--- src/core/twu_pkg.sv ---
package twu_pkg;
  localparam int ADDR_W = 24;
  // register byte addresses
  localparam logic [23:0] OFS_CONFIG = 24'hFFFF20;
  localparam logic [23:0] OFS_PRESCALER = 24'hFFFF22;
  localparam logic [23:0] OFS_PRESET = 24'hFFFF24;
  localparam logic [23:0] OFS_CTRL = 24'hFFFF26;
  localparam logic [23:0] OFS_WD_COUNT = 24'hFFFF28;
  localparam logic [23:0] OFS_WD_KEY = 24'hFFFF2A;
  // configuration fields
  localparam int CFG_LOCK_CFG = 0;
  localparam int CFG_LOCK_PRESC = 1;
  localparam int CFG_LOCK_PRESET = 2;
  localparam int CFG_LOCK_WATCHDOG_COUNT = 3;
  localparam int CFG_WD_CLK_SEL = 4;
  localparam int CFG_KEY_SVC_EN = 5;
  localparam logic [5:0] CFG_RESET = 6'h00;
  // control/status fields
  localparam int CSR_RESTART = 0;
  localparam int CSR_TC = 1;
  localparam int CSR_IRQ_EN = 2;
  localparam logic [2:0] PRESC_RESET = 3'h0;
  localparam logic [15:0] PRESET_RESET = 16'hFFFF;
  localparam logic [7:0] WD_COUNT_RESET = 8'hFF;
  localparam logic [7:0] SERVICE_KEY = 8'h5C;
  // early service threshold: service while counter above this is too often; 00h disables the check
  localparam logic [7:0] WD_EARLY_MARGIN = 8'h00;
  localparam logic [7:0] UNDEF_READ = 8'h00;
  // power modes
  typedef enum logic [3:0] {
    TWU_ACTIVE = 4'h1,
    TWU_IDLE = 4'h2,
    TWU_SAVE = 4'h4,
    TWU_HALT = 4'h8
  } twu_mode_t;
  localparam logic [1:0] MODE_ACTIVE = 2'h0;
  localparam logic [1:0] MODE_IDLE = 2'h1;
  localparam logic [1:0] MODE_SAVE = 2'h2;
  localparam logic [1:0] MODE_HALT = 2'h3;
endpackage : twu_pkg

--- src/core/twu_tick_if.sv ---
`timescale 1ns/1ps
interface twu_tick_if;
  logic run;
  logic [2:0] div_sel;
  logic tick;
  modport gen (input run, input div_sel, output tick);
  modport use_side (output run, output div_sel, input tick);
endinterface : twu_tick_if

--- src/core/twu_prescaler.sv ---
`timescale 1ns/1ps
module twu_prescaler (
  input wire logic clk,
  input wire logic rst_b,
  twu_tick_if.gen tif
);
  import twu_pkg::*;
  logic [4:0] div_cnt;
  logic [4:0] limit;

  // divisor minus one; reserved codes fall back to divide by 32
  always_comb begin
    unique case (tif.div_sel)
      3'h0: limit = 5'h00;
      3'h1: limit = 5'h01;
      3'h2: limit = 5'h03;
      3'h3: limit = 5'h07;
      3'h4: limit = 5'h0F;
      default: limit = 5'h1F;
    endcase
  end

  // free divider of the slow clock; stands still in halt
  always_ff @(posedge clk or negedge rst_b) begin
    if (!rst_b) begin
      div_cnt <= 5'h00;
    end else if (tif.run) begin
      if (div_cnt >= limit) begin
        div_cnt <= 5'h00;
      end else begin
        div_cnt <= div_cnt + 5'h01;
      end
    end
  end

  assign tif.tick = tif.run && (div_cnt >= limit);
endmodule : twu_prescaler

--- src/core/twu_timer_watchdog.sv ---
`timescale 1ns/1ps
// Behaviour
// slow clock divided by 1,2,4,8,16 or 32 per 3-bit field into tick
// periodic timer is 16-bit down counter stepping on each tick
// at zero the timer reloads from preset and keeps counting
// software programs preset only between 0001h and FFFFh
// at zero a timer output pulse lasts one tick; feeds wake-up unit; here timer_output_pulse lasts one clock cycle
// pulse sets terminal count flag; interrupt only when enabled
// preset written mid-run takes effect only at next reload
// restart bit reloads on next tick and clears itself
// watchdog is 8-bit down counter on its selected clock
// watchdog idle after reset; first count or key write starts it
// once started only device reset stops the watchdog
// config bit picks watchdog clock: timer pulse or tick
// without key mode, count write reloads watchdog with written value
// with key mode, writing 5Ch reloads watchdog from programmed count
// late service raises watchdog error
// too frequent service raises watchdog error; here WD_EARLY_MARGIN is 00h, so the check is disabled
// with key mode, any other key value raises watchdog error
// any watchdog error resets the whole device
// locked register ignores writes, reads return undefined data
// locks stay set until device reset
// power save and idle keep counting; only key register accessible
// halt freezes everything; resumes where it stopped; here key writes still start and reload the watchdog in halt
// software waits 5 slow clocks after restart or count service
// clock select 0 uses timer pulse, 1 uses tick
// key writes ignored while key service is disabled; here they still start the watchdog and reload it from the count register
// config holds lock bits; preset lock also locks control register
// reset: preset FFFFh, config, prescaler and control cleared
// zero before service is late error; early threshold is a parameter
module twu_timer_watchdog (
  input wire logic clk,
  input wire logic rst_b,
  input wire logic [1:0] power_mode,
  input wire logic [23:0] addr,
  input wire logic [15:0] wdata,
  input wire logic wr_en,
  input wire logic rd_en,
  output logic [15:0] rdata,
  output logic timer_output_pulse,
  output logic timer_interrupt_line,
  output logic watchdog_reset_req,
  output logic watchdog_running
);
  import twu_pkg::*;

  twu_tick_if tif ();

  logic [5:0] config_q;
  logic [2:0] prescaler_q;
  logic [15:0] preset_q;
  logic restart_q;
  logic terminal_count_flag;
  logic timer_irq_enable;
  logic [7:0] watchdog_count;
  logic [15:0] timer_cnt;
  logic [7:0] wd_cnt;
  logic wd_err_q;
  logic run;
  logic active;
  logic tick;
  logic wd_clk_en;
  logic next_tout;
  logic tout_q;

  // halt freezes the counters and pulse, though key writes still start and reload the watchdog; other modes keep counting
  assign run = (power_mode != MODE_HALT);
  assign active = (power_mode == MODE_ACTIVE);

  assign tif.run = run;
  assign tif.div_sel = prescaler_q;
  assign tick = tif.tick;

  twu_prescaler u_presc (
    .clk(clk),
    .rst_b(rst_b),
    .tif(tif)
  );

  // decode of an accepted write to one register, lock and mode aware;
  // strobe and mode come in as arguments so the assigns see every change
  function automatic logic reg_wr(input logic en, input logic act,
                                  input logic [23:0] a, input logic [23:0] ofs,
                                  input logic lk, input logic need_active);
    return en && (a == ofs) && !lk && (!need_active || act);
  endfunction : reg_wr

  logic wr_cfg;
  logic wr_presc;
  logic wr_preset;
  logic wr_ctrl;
  logic wr_watchdog_count;
  logic wr_key;
  assign wr_cfg = reg_wr(wr_en, active, addr, OFS_CONFIG, config_q[CFG_LOCK_CFG], 1'b1);
  assign wr_presc = reg_wr(wr_en, active, addr, OFS_PRESCALER, config_q[CFG_LOCK_PRESC],
                           1'b1);
  assign wr_preset = reg_wr(wr_en, active, addr, OFS_PRESET, config_q[CFG_LOCK_PRESET],
                            1'b1);
  assign wr_ctrl = reg_wr(wr_en, active, addr, OFS_CTRL, config_q[CFG_LOCK_PRESET], 1'b1);
  assign wr_watchdog_count = reg_wr(wr_en, active, addr, OFS_WD_COUNT, config_q[CFG_LOCK_WATCHDOG_COUNT],
                           1'b1);
  assign wr_key = reg_wr(wr_en, active, addr, OFS_WD_KEY, 1'b0, 1'b0);

  // configuration: lock bits are sticky, other bits writable until locked
  always_ff @(posedge clk or negedge rst_b) begin
    if (!rst_b) begin
      config_q <= CFG_RESET;
    end else if (wr_cfg) begin
      config_q[CFG_KEY_SVC_EN] <= wdata[CFG_KEY_SVC_EN];
      config_q[CFG_WD_CLK_SEL] <= wdata[CFG_WD_CLK_SEL];
      // or-in so a lock once set cannot be cleared
      config_q[3:0] <= config_q[3:0] | wdata[3:0];
    end
  end

  // prescaler field
  always_ff @(posedge clk or negedge rst_b) begin
    if (!rst_b) begin
      prescaler_q <= PRESC_RESET;
    end else if (wr_presc) begin
      prescaler_q <= wdata[2:0];
    end
  end

  // preset only steers the next reload, never the running count
  always_ff @(posedge clk or negedge rst_b) begin
    if (!rst_b) begin
      preset_q <= PRESET_RESET;
    end else if (wr_preset) begin
      preset_q <= wdata;
    end
  end

  // interrupt enable
  always_ff @(posedge clk or negedge rst_b) begin
    if (!rst_b) begin
      timer_irq_enable <= 1'b0;
    end else if (wr_ctrl) begin
      timer_irq_enable <= wdata[CSR_IRQ_EN];
    end
  end

  // restart request: writing 1 sets, hardware clears on the reloading tick
  always_ff @(posedge clk or negedge rst_b) begin
    if (!rst_b) begin
      restart_q <= 1'b0;
    end else if (wr_ctrl && wdata[CSR_RESTART]) begin
      restart_q <= 1'b1;
    end else if (tick && restart_q) begin
      restart_q <= 1'b0;
    end
  end

  // terminal count flag: pulse sets it, writing 0 clears; set wins
  always_ff @(posedge clk or negedge rst_b) begin
    if (!rst_b) begin
      terminal_count_flag <= 1'b0;
    end else if (timer_output_pulse && run) begin
      terminal_count_flag <= 1'b1;
    end else if (wr_ctrl && !wdata[CSR_TC]) begin
      terminal_count_flag <= 1'b0;
    end
  end

  // periodic timer: down count per tick, reload at zero or on restart
  always_ff @(posedge clk or negedge rst_b) begin
    if (!rst_b) begin
      timer_cnt <= PRESET_RESET;
    end else if (tick) begin
      if (restart_q || timer_cnt == 16'h0000) begin
        timer_cnt <= preset_q;
      end else begin
        timer_cnt <= timer_cnt - 16'h0001;
      end
    end
  end

  // output pulse held from the tick that reaches zero until the next tick
  assign next_tout = !restart_q && (timer_cnt == 16'h0001);
  always_ff @(posedge clk or negedge rst_b) begin
    if (!rst_b) begin
      tout_q <= 1'b0;
    end else if (tick) begin
      tout_q <= next_tout;
    end
  end
  // one-cycle form of the pulse so downstream edge logic sees one event
  logic tout_seen;
  always_ff @(posedge clk or negedge rst_b) begin
    if (!rst_b) begin
      tout_seen <= 1'b0;
    end else if (run) begin
      tout_seen <= tout_q;
    end
  end
  assign timer_output_pulse = tout_q && !tout_seen;
  assign timer_interrupt_line = terminal_count_flag && timer_irq_enable;

  // watchdog clock: 0 = timer pulse, 1 = tick
  assign wd_clk_en = config_q[CFG_WD_CLK_SEL] ? tick : (timer_output_pulse && run);

  // count register also the reload value for key servicing
  always_ff @(posedge clk or negedge rst_b) begin
    if (!rst_b) begin
      watchdog_count <= WD_COUNT_RESET;
    end else if (wr_watchdog_count) begin
      watchdog_count <= wdata[7:0];
    end
  end

  logic key_mode;
  logic svc_cnt;
  logic svc_key;
  logic bad_key;
  logic early;
  assign key_mode = config_q[CFG_KEY_SVC_EN];
  assign svc_cnt = wr_watchdog_count && !key_mode;
  assign svc_key = wr_key && key_mode && (wdata[7:0] == SERVICE_KEY);
  assign bad_key = wr_key && key_mode && (wdata[7:0] != SERVICE_KEY);
  assign early = (svc_cnt || svc_key) && watchdog_running && (wd_cnt > WD_EARLY_MARGIN)
                 && (WD_EARLY_MARGIN != 8'h00);

  // start on first count or key write, never stopped by software
  always_ff @(posedge clk or negedge rst_b) begin
    if (!rst_b) begin
      watchdog_running <= 1'b0;
    end else if (wr_watchdog_count || wr_key) begin
      watchdog_running <= 1'b1;
    end
  end

  // watchdog counter
  always_ff @(posedge clk or negedge rst_b) begin
    if (!rst_b) begin
      wd_cnt <= WD_COUNT_RESET;
    end else if (svc_cnt) begin
      wd_cnt <= wdata[7:0];
    end else if (svc_key) begin
      wd_cnt <= watchdog_count;
    end else if (wr_key && !key_mode) begin
      wd_cnt <= watchdog_count; // starts and reloads from count register; value ignored
    end else if (watchdog_running && wd_clk_en && wd_cnt != 8'h00) begin
      wd_cnt <= wd_cnt - 8'h01;
    end
  end

  // error latch: stays until the device reset it requested arrives
  always_ff @(posedge clk or negedge rst_b) begin
    if (!rst_b) begin
      wd_err_q <= 1'b0;
    end else if (watchdog_running && wd_cnt == 8'h00 && !svc_cnt && !svc_key) begin
      wd_err_q <= 1'b1;
    end else if (bad_key || early) begin
      wd_err_q <= 1'b1;
    end
  end
  assign watchdog_reset_req = wd_err_q;

  // read data one cycle after the strobe; locked or inaccessible reads give filler
  always_ff @(posedge clk or negedge rst_b) begin
    if (!rst_b) begin
      rdata <= 16'h0000;
    end else if (rd_en) begin
      rdata <= 16'h0000;
      if (active) begin
        unique case (addr)
          OFS_CONFIG: rdata <= config_q[CFG_LOCK_CFG] ? {8'h00, UNDEF_READ} :
                               {10'h000, config_q};
          OFS_PRESCALER: rdata <= config_q[CFG_LOCK_PRESC] ? {8'h00, UNDEF_READ} :
                                  {13'h0000, prescaler_q};
          OFS_PRESET: rdata <= config_q[CFG_LOCK_PRESET] ? {8'h00, UNDEF_READ} : preset_q;
          OFS_CTRL: rdata <= config_q[CFG_LOCK_PRESET] ? {8'h00, UNDEF_READ} :
                             {13'h0000, timer_irq_enable, terminal_count_flag, restart_q};
          OFS_WD_COUNT: rdata <= config_q[CFG_LOCK_WATCHDOG_COUNT] ? {8'h00, UNDEF_READ} :
                                 {8'h00, watchdog_count};
          default: rdata <= 16'h0000;
        endcase
      end
    end
  end
endmodule : twu_timer_watchdog

--- config.mk ---
export PLATFORM = sky130hd
export DESIGN_NAME = twu_timer_watchdog
export DESIGN_NICKNAME = d
export VERILOG_FILES = /design/src/core/twu_pkg.sv /design/src/core/twu_tick_if.sv /design/src/core/twu_prescaler.sv /design/src/core/twu_timer_watchdog.sv
export SDC_FILE = /design/constraint.sdc
export NUM_CORES = 1
export LEC_CHECK = 0
export BUFFER_PORTS_ARGS = -buffer_cell sky130_fd_sc_hd__buf_4
export CORE_MARGIN = 5
export CORE_UTILIZATION = 46
export CTS_CLUSTER_SIZE = 25
export DETAILED_ROUTE_END_ITERATION = 10
export GPL_TIMING_DRIVEN = 0
export HOLD_SLACK_MARGIN = 0.05
export PLACE_DENSITY = 0.64
export SLEW_MARGIN = 20
export SYNTH_ARGS = -nofsm -noshare
export SYNTH_HDL_FRONTEND = slang
export SYNTH_HIERARCHICAL = 1
export SYNTH_SLANG_ARGS = --single-unit
--- constraint.sdc ---
create_clock -name clk -period 4.5 [get_ports clk]
set_clock_uncertainty 0.1 [all_clocks]
set_input_delay 0.9 -clock clk [delete_from_list [all_inputs] [get_ports clk]]
set_output_delay 0.9 -clock clk [all_outputs]
set_load 0.005 [all_outputs]
==> results of run 1 <==
sequential cells by signal, indices dropped and copies added (netlist names):
| signal | cells |
|---|---|
| config_q | 6 |
| prescaler_q | 3 |
| preset_q | 16 |
| rdata | 16 |
| restart_q | 1 |
| terminal_count_flag | 1 |
| timer_cnt | 16 |
| timer_irq_enable | 1 |
| tout_q | 1 |
| tout_seen | 1 |
| u_presc/div_cnt | 5 |
| watchdog_count | 8 |
| watchdog_reset_req | 1 |
| watchdog_running | 1 |
| wd_cnt | 8 |
where the power goes:
group / leakage (nW) / internal (mW) / switching (mW)
clock network: 0.0877 / 0.203 / 0.291
registers: 1.01 / 0.851 / 0.0617
logic: 1.52 / 0.0983 / 0.130
total: 2.62 / 1.15 / 0.483
synthesized netlist by cell type, types with 11 or more instances:
library cell and number:
a21oi_1 16, a22o_1 13, a22oi_1 22, dfrtp_1 37, dfstp_2 48, ha_1 11, inv_1 21, mux2_2 13
nand2_1 24, nand3_1 12, nor2_1 12, nor3_1 12, o21ai_0 15
cell families after synthesis:
group,count (synthesis)
XOR/XNOR,4
buffers and inverters,42
flip-flops,85
adder cells (fa/ha/maj),11
AND/OR/NAND/NOR,136
AO/OA/AOI/OAI,129
multiplexers,40
metal layers:
layer	up-vias	routed length, um	global-route usage
met5	-	0	0
met4	0	333	0.0841
met3	21	719	0.0401
met2	134	6030	0.324
met1	2022	5910	0.286
li1	1876	-	-
final cells by class:
| class | count | area share |
|---|---|---|
| Multi-Input combinational cell | 320 | 0.442 |
| Sequential cell | 85 | 0.381 |
| Timing Repair Buffer | 65 | 0.0857 |
| Tap cell | 136 | 0.0296 |
| Clock buffer | 11 | 0.0229 |
| Buffer | 20 | 0.0183 |
| Inverter | 22 | 0.0144 |
| Clock inverter | 5 | 0.00632 |
stage by stage:
stage                     instance area (sq um)  hold slack, ns  std cells  total power, mW   util
after global routing                       5740           0.417        664             1.72  0.554
after CTS                                  5740           0.400        664             1.64  0.553
after floorplan                            4910           0.351        447             1.04      -
after detailed placement                   5570           0.371        648             1.15  0.537
after global placement                     5570           0.373        648             1.14  0.537
final                                      5740           0.394        664             1.63  0.554
worst paths after layout:
kind,from,to,slack (ns),cells after the start
min in group asynchronous,rst_b,watchdog_reset_req,0.49,1
max in group asynchronous,rst_b,rdata[0],3.30,1
hold / removal,rdata[2],rdata[2],0.39,1
setup reg to reg,prescaler_q[1],wd_cnt[0],0.92,13
hold reg to reg,rdata[2],rdata[2],0.39,1
setup / recovery,prescaler_q[1],wd_cnt[0],0.92,13
==> impl_metrics.toml, run 1 <==
[outcome]
status = "finished clean"

[finish]
fillers = 928
diodes = 0
final_common_cell = "buf_4"
layout.nets = 580
seq_area_sq_mm = 0.00219
layout-drive-gt1-share = 0.354
final_cell_mix = "66 x buf_4, 48 x dfstp_2, 37 x dfrtp_1, 24 x nand2_1, 22 x a22oi_1"
multiInputGateArea_sq_mm = 0.00254
area_growth_pct = 16.9

[critical_path]
cp_max_fo = 10
crit_family = "simple AND/OR/NAND/NOR gates"
startpoint_type = "flop"
crit_path_max_incr_delay_ns = 0.44
critPathRequiredTime_ns = 4.70
endpoint_kind = "flop"
path_class = "reg2reg"
crit_chain = "or3_1 > ha_1 > nor2b_2 > o21ai_2 > a31o_4 > and2_1 > clkbuf_1 > and3_1 > a41oi_1 > clkbuf_1 > nor2_1 > xnor2_1 > a2bb2oi_1"
crit_arrival_ns = 3.78
cp_common_cell = "clkbuf_1"
cp_slowest_cell = "dfrtp_1"
cp_num_buf_inv = 2

[detailed_routing]
first_pass_iters = 5
drtIter0Drc = 300
drt_wl_total_um = 13000
drtAntennaViolNets = 0
via_per_inst = 6.10
via_count = 4053
drc = 0
avgRoutedWirePerCell_um = 19.6

[grt]
grt_util_all_layers = 0.208
grt_antenna_before_repair = 0
grt_pass1_wl_um = 21100
grt.overflow.total = 0
grt_start_max_net_pins = 86
grt_pass1_vias = 4006

[synth]
syn-cell-area_sq_mm = 0.00491
synth_compound_area_frac = 0.199
syn_inst = 447
synth_xor_area_frac = 0.00713
yosys.area.top_type = "dfstp_2"
synth_top_family_by_area = "compound AO/OA/AOI/OAI gates"
postSynthAreaPerCell_sq_um = 11.0
yosysSeqAreaShare = 0.445
synthTopCellsByArea = "dfstp_2 26%, dfrtp_1 19%, a22oi_1 3.4%, mux2_4 3.1%, mux2_2 3.0%"
synthesis.nets = 504
synthAdderAreaFrac = 0.0280
yosys.area.top_type_share = 0.257
synthDistinctLibCells = 80
async_flop_share = 1.00
muxShareOfSynthArea = 0.0971
synth-main-ff-cell = "dfstp_2"
ys_ff_latch = 85
synth_edf_count = 0
yosysWarnings = 6
synthSimpleGateAreaFrac = 0.185

[sta]
fin_crit_sh = 0.796
setup-tns-final_ns = 0
finalCriticalPeriod_ns = 3.58
slew_viol_final = 0
max-slew-margin-rel = 0.483
timing.fmax_mhz = 279
hold_violations = 0
rsz0062_at_grt = "false"
tightestPinTransition_ns = 0.775
setup_violations = 0
worst_slack_ns = 0.919

[pwr]
leakage_nw = 2.62
peakVddDrop_uv = 148
powerDensity_mw_per_mm2 = 285

[cts]
clockBufferDepth = 2
cts.clk_slew.worst_paths_ns = 0.09
cts-htree-levels = 3
insertion_delay_ns = 0.38
holdBufCountCts = 0
clockRootBuffer = "clkbuf_8"
cts_buffers = 9
postCtsSetupBuffers = 0
cts_tree = "done"
cts_resized = 0
cts_sinks = 85

[floorplanning]
die_area_sq_mm = 0.0128
io_pins = 66
start_util = 0.474
die_y_um = 113
coreArea_sq_mm = 0.0104
rows = 37
die_x_um = 113

[place]
routabilityCongestion = 0.856
hpwl_um = 9470
preCtsSetupSlack_ns = 0.909
port_buffers = 65

[min_path]
hp-class = "reg2reg"

[flow_run]
maxCapViolCount = 0
Note: power is estimated with default switching activity, not from simulation.
==> run 2, diff against run 1 <==
--- a/config.mk
+++ b/config.mk
@@ -5,6 +5,7 @@
 export SDC_FILE = /design/constraint.sdc
 export NUM_CORES = 1
 export LEC_CHECK = 0
+export ABC_AREA = 1
 export BUFFER_PORTS_ARGS = -buffer_cell sky130_fd_sc_hd__buf_4
 export CORE_MARGIN = 5
 export CORE_UTILIZATION = 46
@@ -12,7 +13,7 @@
 export DETAILED_ROUTE_END_ITERATION = 10
 export GPL_TIMING_DRIVEN = 0
 export HOLD_SLACK_MARGIN = 0.05
-export PLACE_DENSITY = 0.64
+export PLACE_DENSITY = 0.66
 export SLEW_MARGIN = 20
 export SYNTH_ARGS = -nofsm -noshare
 export SYNTH_HDL_FRONTEND = slang
==> constraint.sdc (replaced) <==
create_clock -name clk -period 2.9 [get_ports clk]
set_clock_uncertainty 0.1 [all_clocks]
set_input_delay 0.58 -clock clk [delete_from_list [all_inputs] [get_ports clk]]
set_output_delay 0.58 -clock clk [all_outputs]
set_load 0.005 [all_outputs]
==> run 2 against run 1 <==
Net effect: power increased by 100%; synthesized cell count up 51%; via count is 15% higher; register-to-register slack worse by 0.69 ns; non-clock buffer count decreased by 3; worst hold slack worse by 0.21 ns; combinational power rose to 2.8 times the previous value; critical path type unchanged.
==> impl_metrics.toml, run 2 <==
[grt]
grt_start_max_net_pins = 86
grt_util_all_layers = 0.209
grt.overflow.total = 0
grt_antenna_before_repair = 0
grt_pass1_vias = 4517
grt_pass1_wl_um = 22000

[finish]
final_common_cell = "nand2_1"
area_growth_pct = 19.3
final_cell_mix = "197 x nand2_1, 72 x inv_1, 66 x buf_4, 65 x nor2_1, 48 x dfstp_2"
layout.nets = 808
final_util = 0.566
layout-drive-gt1-share = 0.249
fillers = 1014
diodes = 0
fin_area_sq_mm = 0.00622
reg_top3 = "preset_q (16), rdata (16), timer_cnt (16)"

[cts]
cts_sinks = 85
clockBufferDepth = 2
cts_tree = "done"
cts.clk_slew.worst_paths_ns = 0.06
cts_buffers = 9
clockRootBuffer = "clkbuf_16"
postCtsSetupBuffers = 0
cts-htree-levels = 3
insertion_delay_ns = 0.35

[synth]
syn_inst = 675
yosysMostFrequentCell = "nand2_1"
syn-cell-area_sq_mm = 0.00522
netlist_top_cells_count = "197 x nand2_1, 72 x inv_1, 65 x nor2_1, 48 x dfstp_2"
postSynthAreaPerCell_sq_um = 7.73
yosysWarnings = 6
synth_compound_area_frac = 0.0804
synth_edf_count = 0
synth-main-ff-cell = "dfstp_2"
yosysSeqAreaShare = 0.419
synth_top_family_by_area = "simple AND/OR/NAND/NOR gates"
synthSimpleGateAreaFrac = 0.340
ys_ff_latch = 85
yosys.area.top_type = "dfstp_2"
yosys.area.top_type_share = 0.242
synth_xor_area_frac = 0.0252
synthDistinctLibCells = 40
synthAdderAreaFrac = 0.0264
async_flop_share = 1.00
synthesis.nets = 732
muxShareOfSynthArea = 0.0300
synthTopCellsByArea = "dfstp_2 24%, dfrtp_1 18%, nand2_1 14%, inv_1 5.2%, nor2_1 4.7%"

[detailed_routing]
drc = 0
drt_wl_total_um = 13600
avgRoutedWirePerCell_um = 15.1
first_pass_iters = 5
via_per_inst = 5.21
via_count = 4665
drtIter0Drc = 278
drtAntennaViolNets = 0

[sta]
fin_crit_sh = 0.919
slew_viol_final = 0
setup_violations = 0
rsz0062_at_grt = "false"
max-slew-margin-rel = 0.468
worst_slack_ns = 0.234
finalCriticalPeriod_ns = 2.67
hold_slack_ns = 0.184
timing.fmax_mhz = 375
hold_violations = 0
tightestPinTransition_ns = 0.798

[floorplanning]
die_y_um = 116
rows = 38
die_area_sq_mm = 0.0136
coreArea_sq_mm = 0.0110
start_util = 0.475
io_pins = 66
die_x_um = 116

[critical_path]
crit_arrival_ns = 2.85
endpoint_kind = "flop"
cp-endpoint = "wd_cnt[6]"
critPathRequiredTime_ns = 3.08
rr_worst_depth = 12
reg2reg_to = "wd_cnt[6]"
startpoint = "prescaler_q[1]"
r2r_slack_ns = 0.23
cp_max_fo = 9
startpoint_type = "flop"
regToRegStartpoint = "prescaler_q[1]"
path_class = "reg2reg"

[place]
hpwl_um = 10300
port_buffers = 65
placed_area_sq_mm = 0.00588
routabilityCongestion = 0.948
preCtsSetupSlack_ns = -0.157

[pwr]
finalPower_mw = 3.33
powerDensity_mw_per_mm2 = 536
peakVddDrop_uv = 540
leakage_nw = 3.09

[min_path]
hp-class = "in2async"

[flow_run]
maxCapViolCount = 0

[outcome]
status = "finished clean"
run 2: critical path, stage by stage, from the launching register on:
cell     delay [ns]
dfrtp_1        0.45
o21ai_0        0.15
ha_1           0.31
nand2_1        0.06
nor2_1         0.10
nand2_1        0.12
a31oi_4        0.28
inv_1          0.16
a21oi_1        0.19
nand3_2        0.23
nand3_2        0.25
nand3_1        0.12
nand2_1        0.08
run 2: repair_timing:
item / 4_1_cts / 5_1_grt
endpoints found under the hold margin: 0 / 0
setup endpoints to repair: 8 / 8
pin swaps: 0 / 0
resized for setup: 1 / 2
hold buffers: 0 / 0
run 2: worst min-delay path by stage:
stage | endpoint | start | cells after the start | slack, ns
floorplan | config_q[0] | rst_b | 0 | 0.18
CTS | preset_q[10] | wdata[10] | 2 | 0.35
detailed placement | timer_cnt[14] | timer_cnt[14] | 2 | 0.36
global route | u_presc/div_cnt[0] | rst_b | 1 | 0.25
global placement | timer_cnt[14] | timer_cnt[14] | 2 | 0.35
finish | u_presc/div_cnt[1] | rst_b | 1 | 0.18
run 2: per-layer routing:
metal	vias up	GRT usage	share of wire
li1	2343	-	-
met1	2185	0.266	0.43
met2	115	0.347	0.49
met3	22	0.0554	0.056
met4	0	0.0673	0.022
met5	-	0	0
run 2: cell families after synthesis:
| logic type | after synthesis |
|---|---|
| AO/OA/AOI/OAI | 79 |
| adder cells (fa/ha/maj) | 11 |
| XOR/XNOR | 15 |
| flip-flops | 85 |
| multiplexers | 12 |
| buffers and inverters | 94 |
| AND/OR/NAND/NOR | 379 |
run 2: through the flow:
stage               instances  setup TNS (ns)
floorplan                 675               0
global placement          880          -0.907
CTS                       896               0
detailed placement        880           -1.15
finish                    896               0
global route              896               0
run 2: report_power, final:
| group | internal (mW) | switching, mW |
|---|---|---|
| registers | 1.37 | 0.107 |
| logic | 0.257 | 0.375 |
| clock network | 0.758 | 0.469 |
| total | 2.38 | 0.952 |
run 2: layout make-up:
type	instances	area, sq um	area share
repair buffers	65	492	0.0791
inverters	77	289	0.0465
clock inverters	5	85.1	0.0137
multi-input cells	496	2640	0.424
plain buffers	17	120	0.0193
well taps	140	175	0.0282
flip-flops and latches	85	2190	0.352
clock buffers	11	233	0.0374
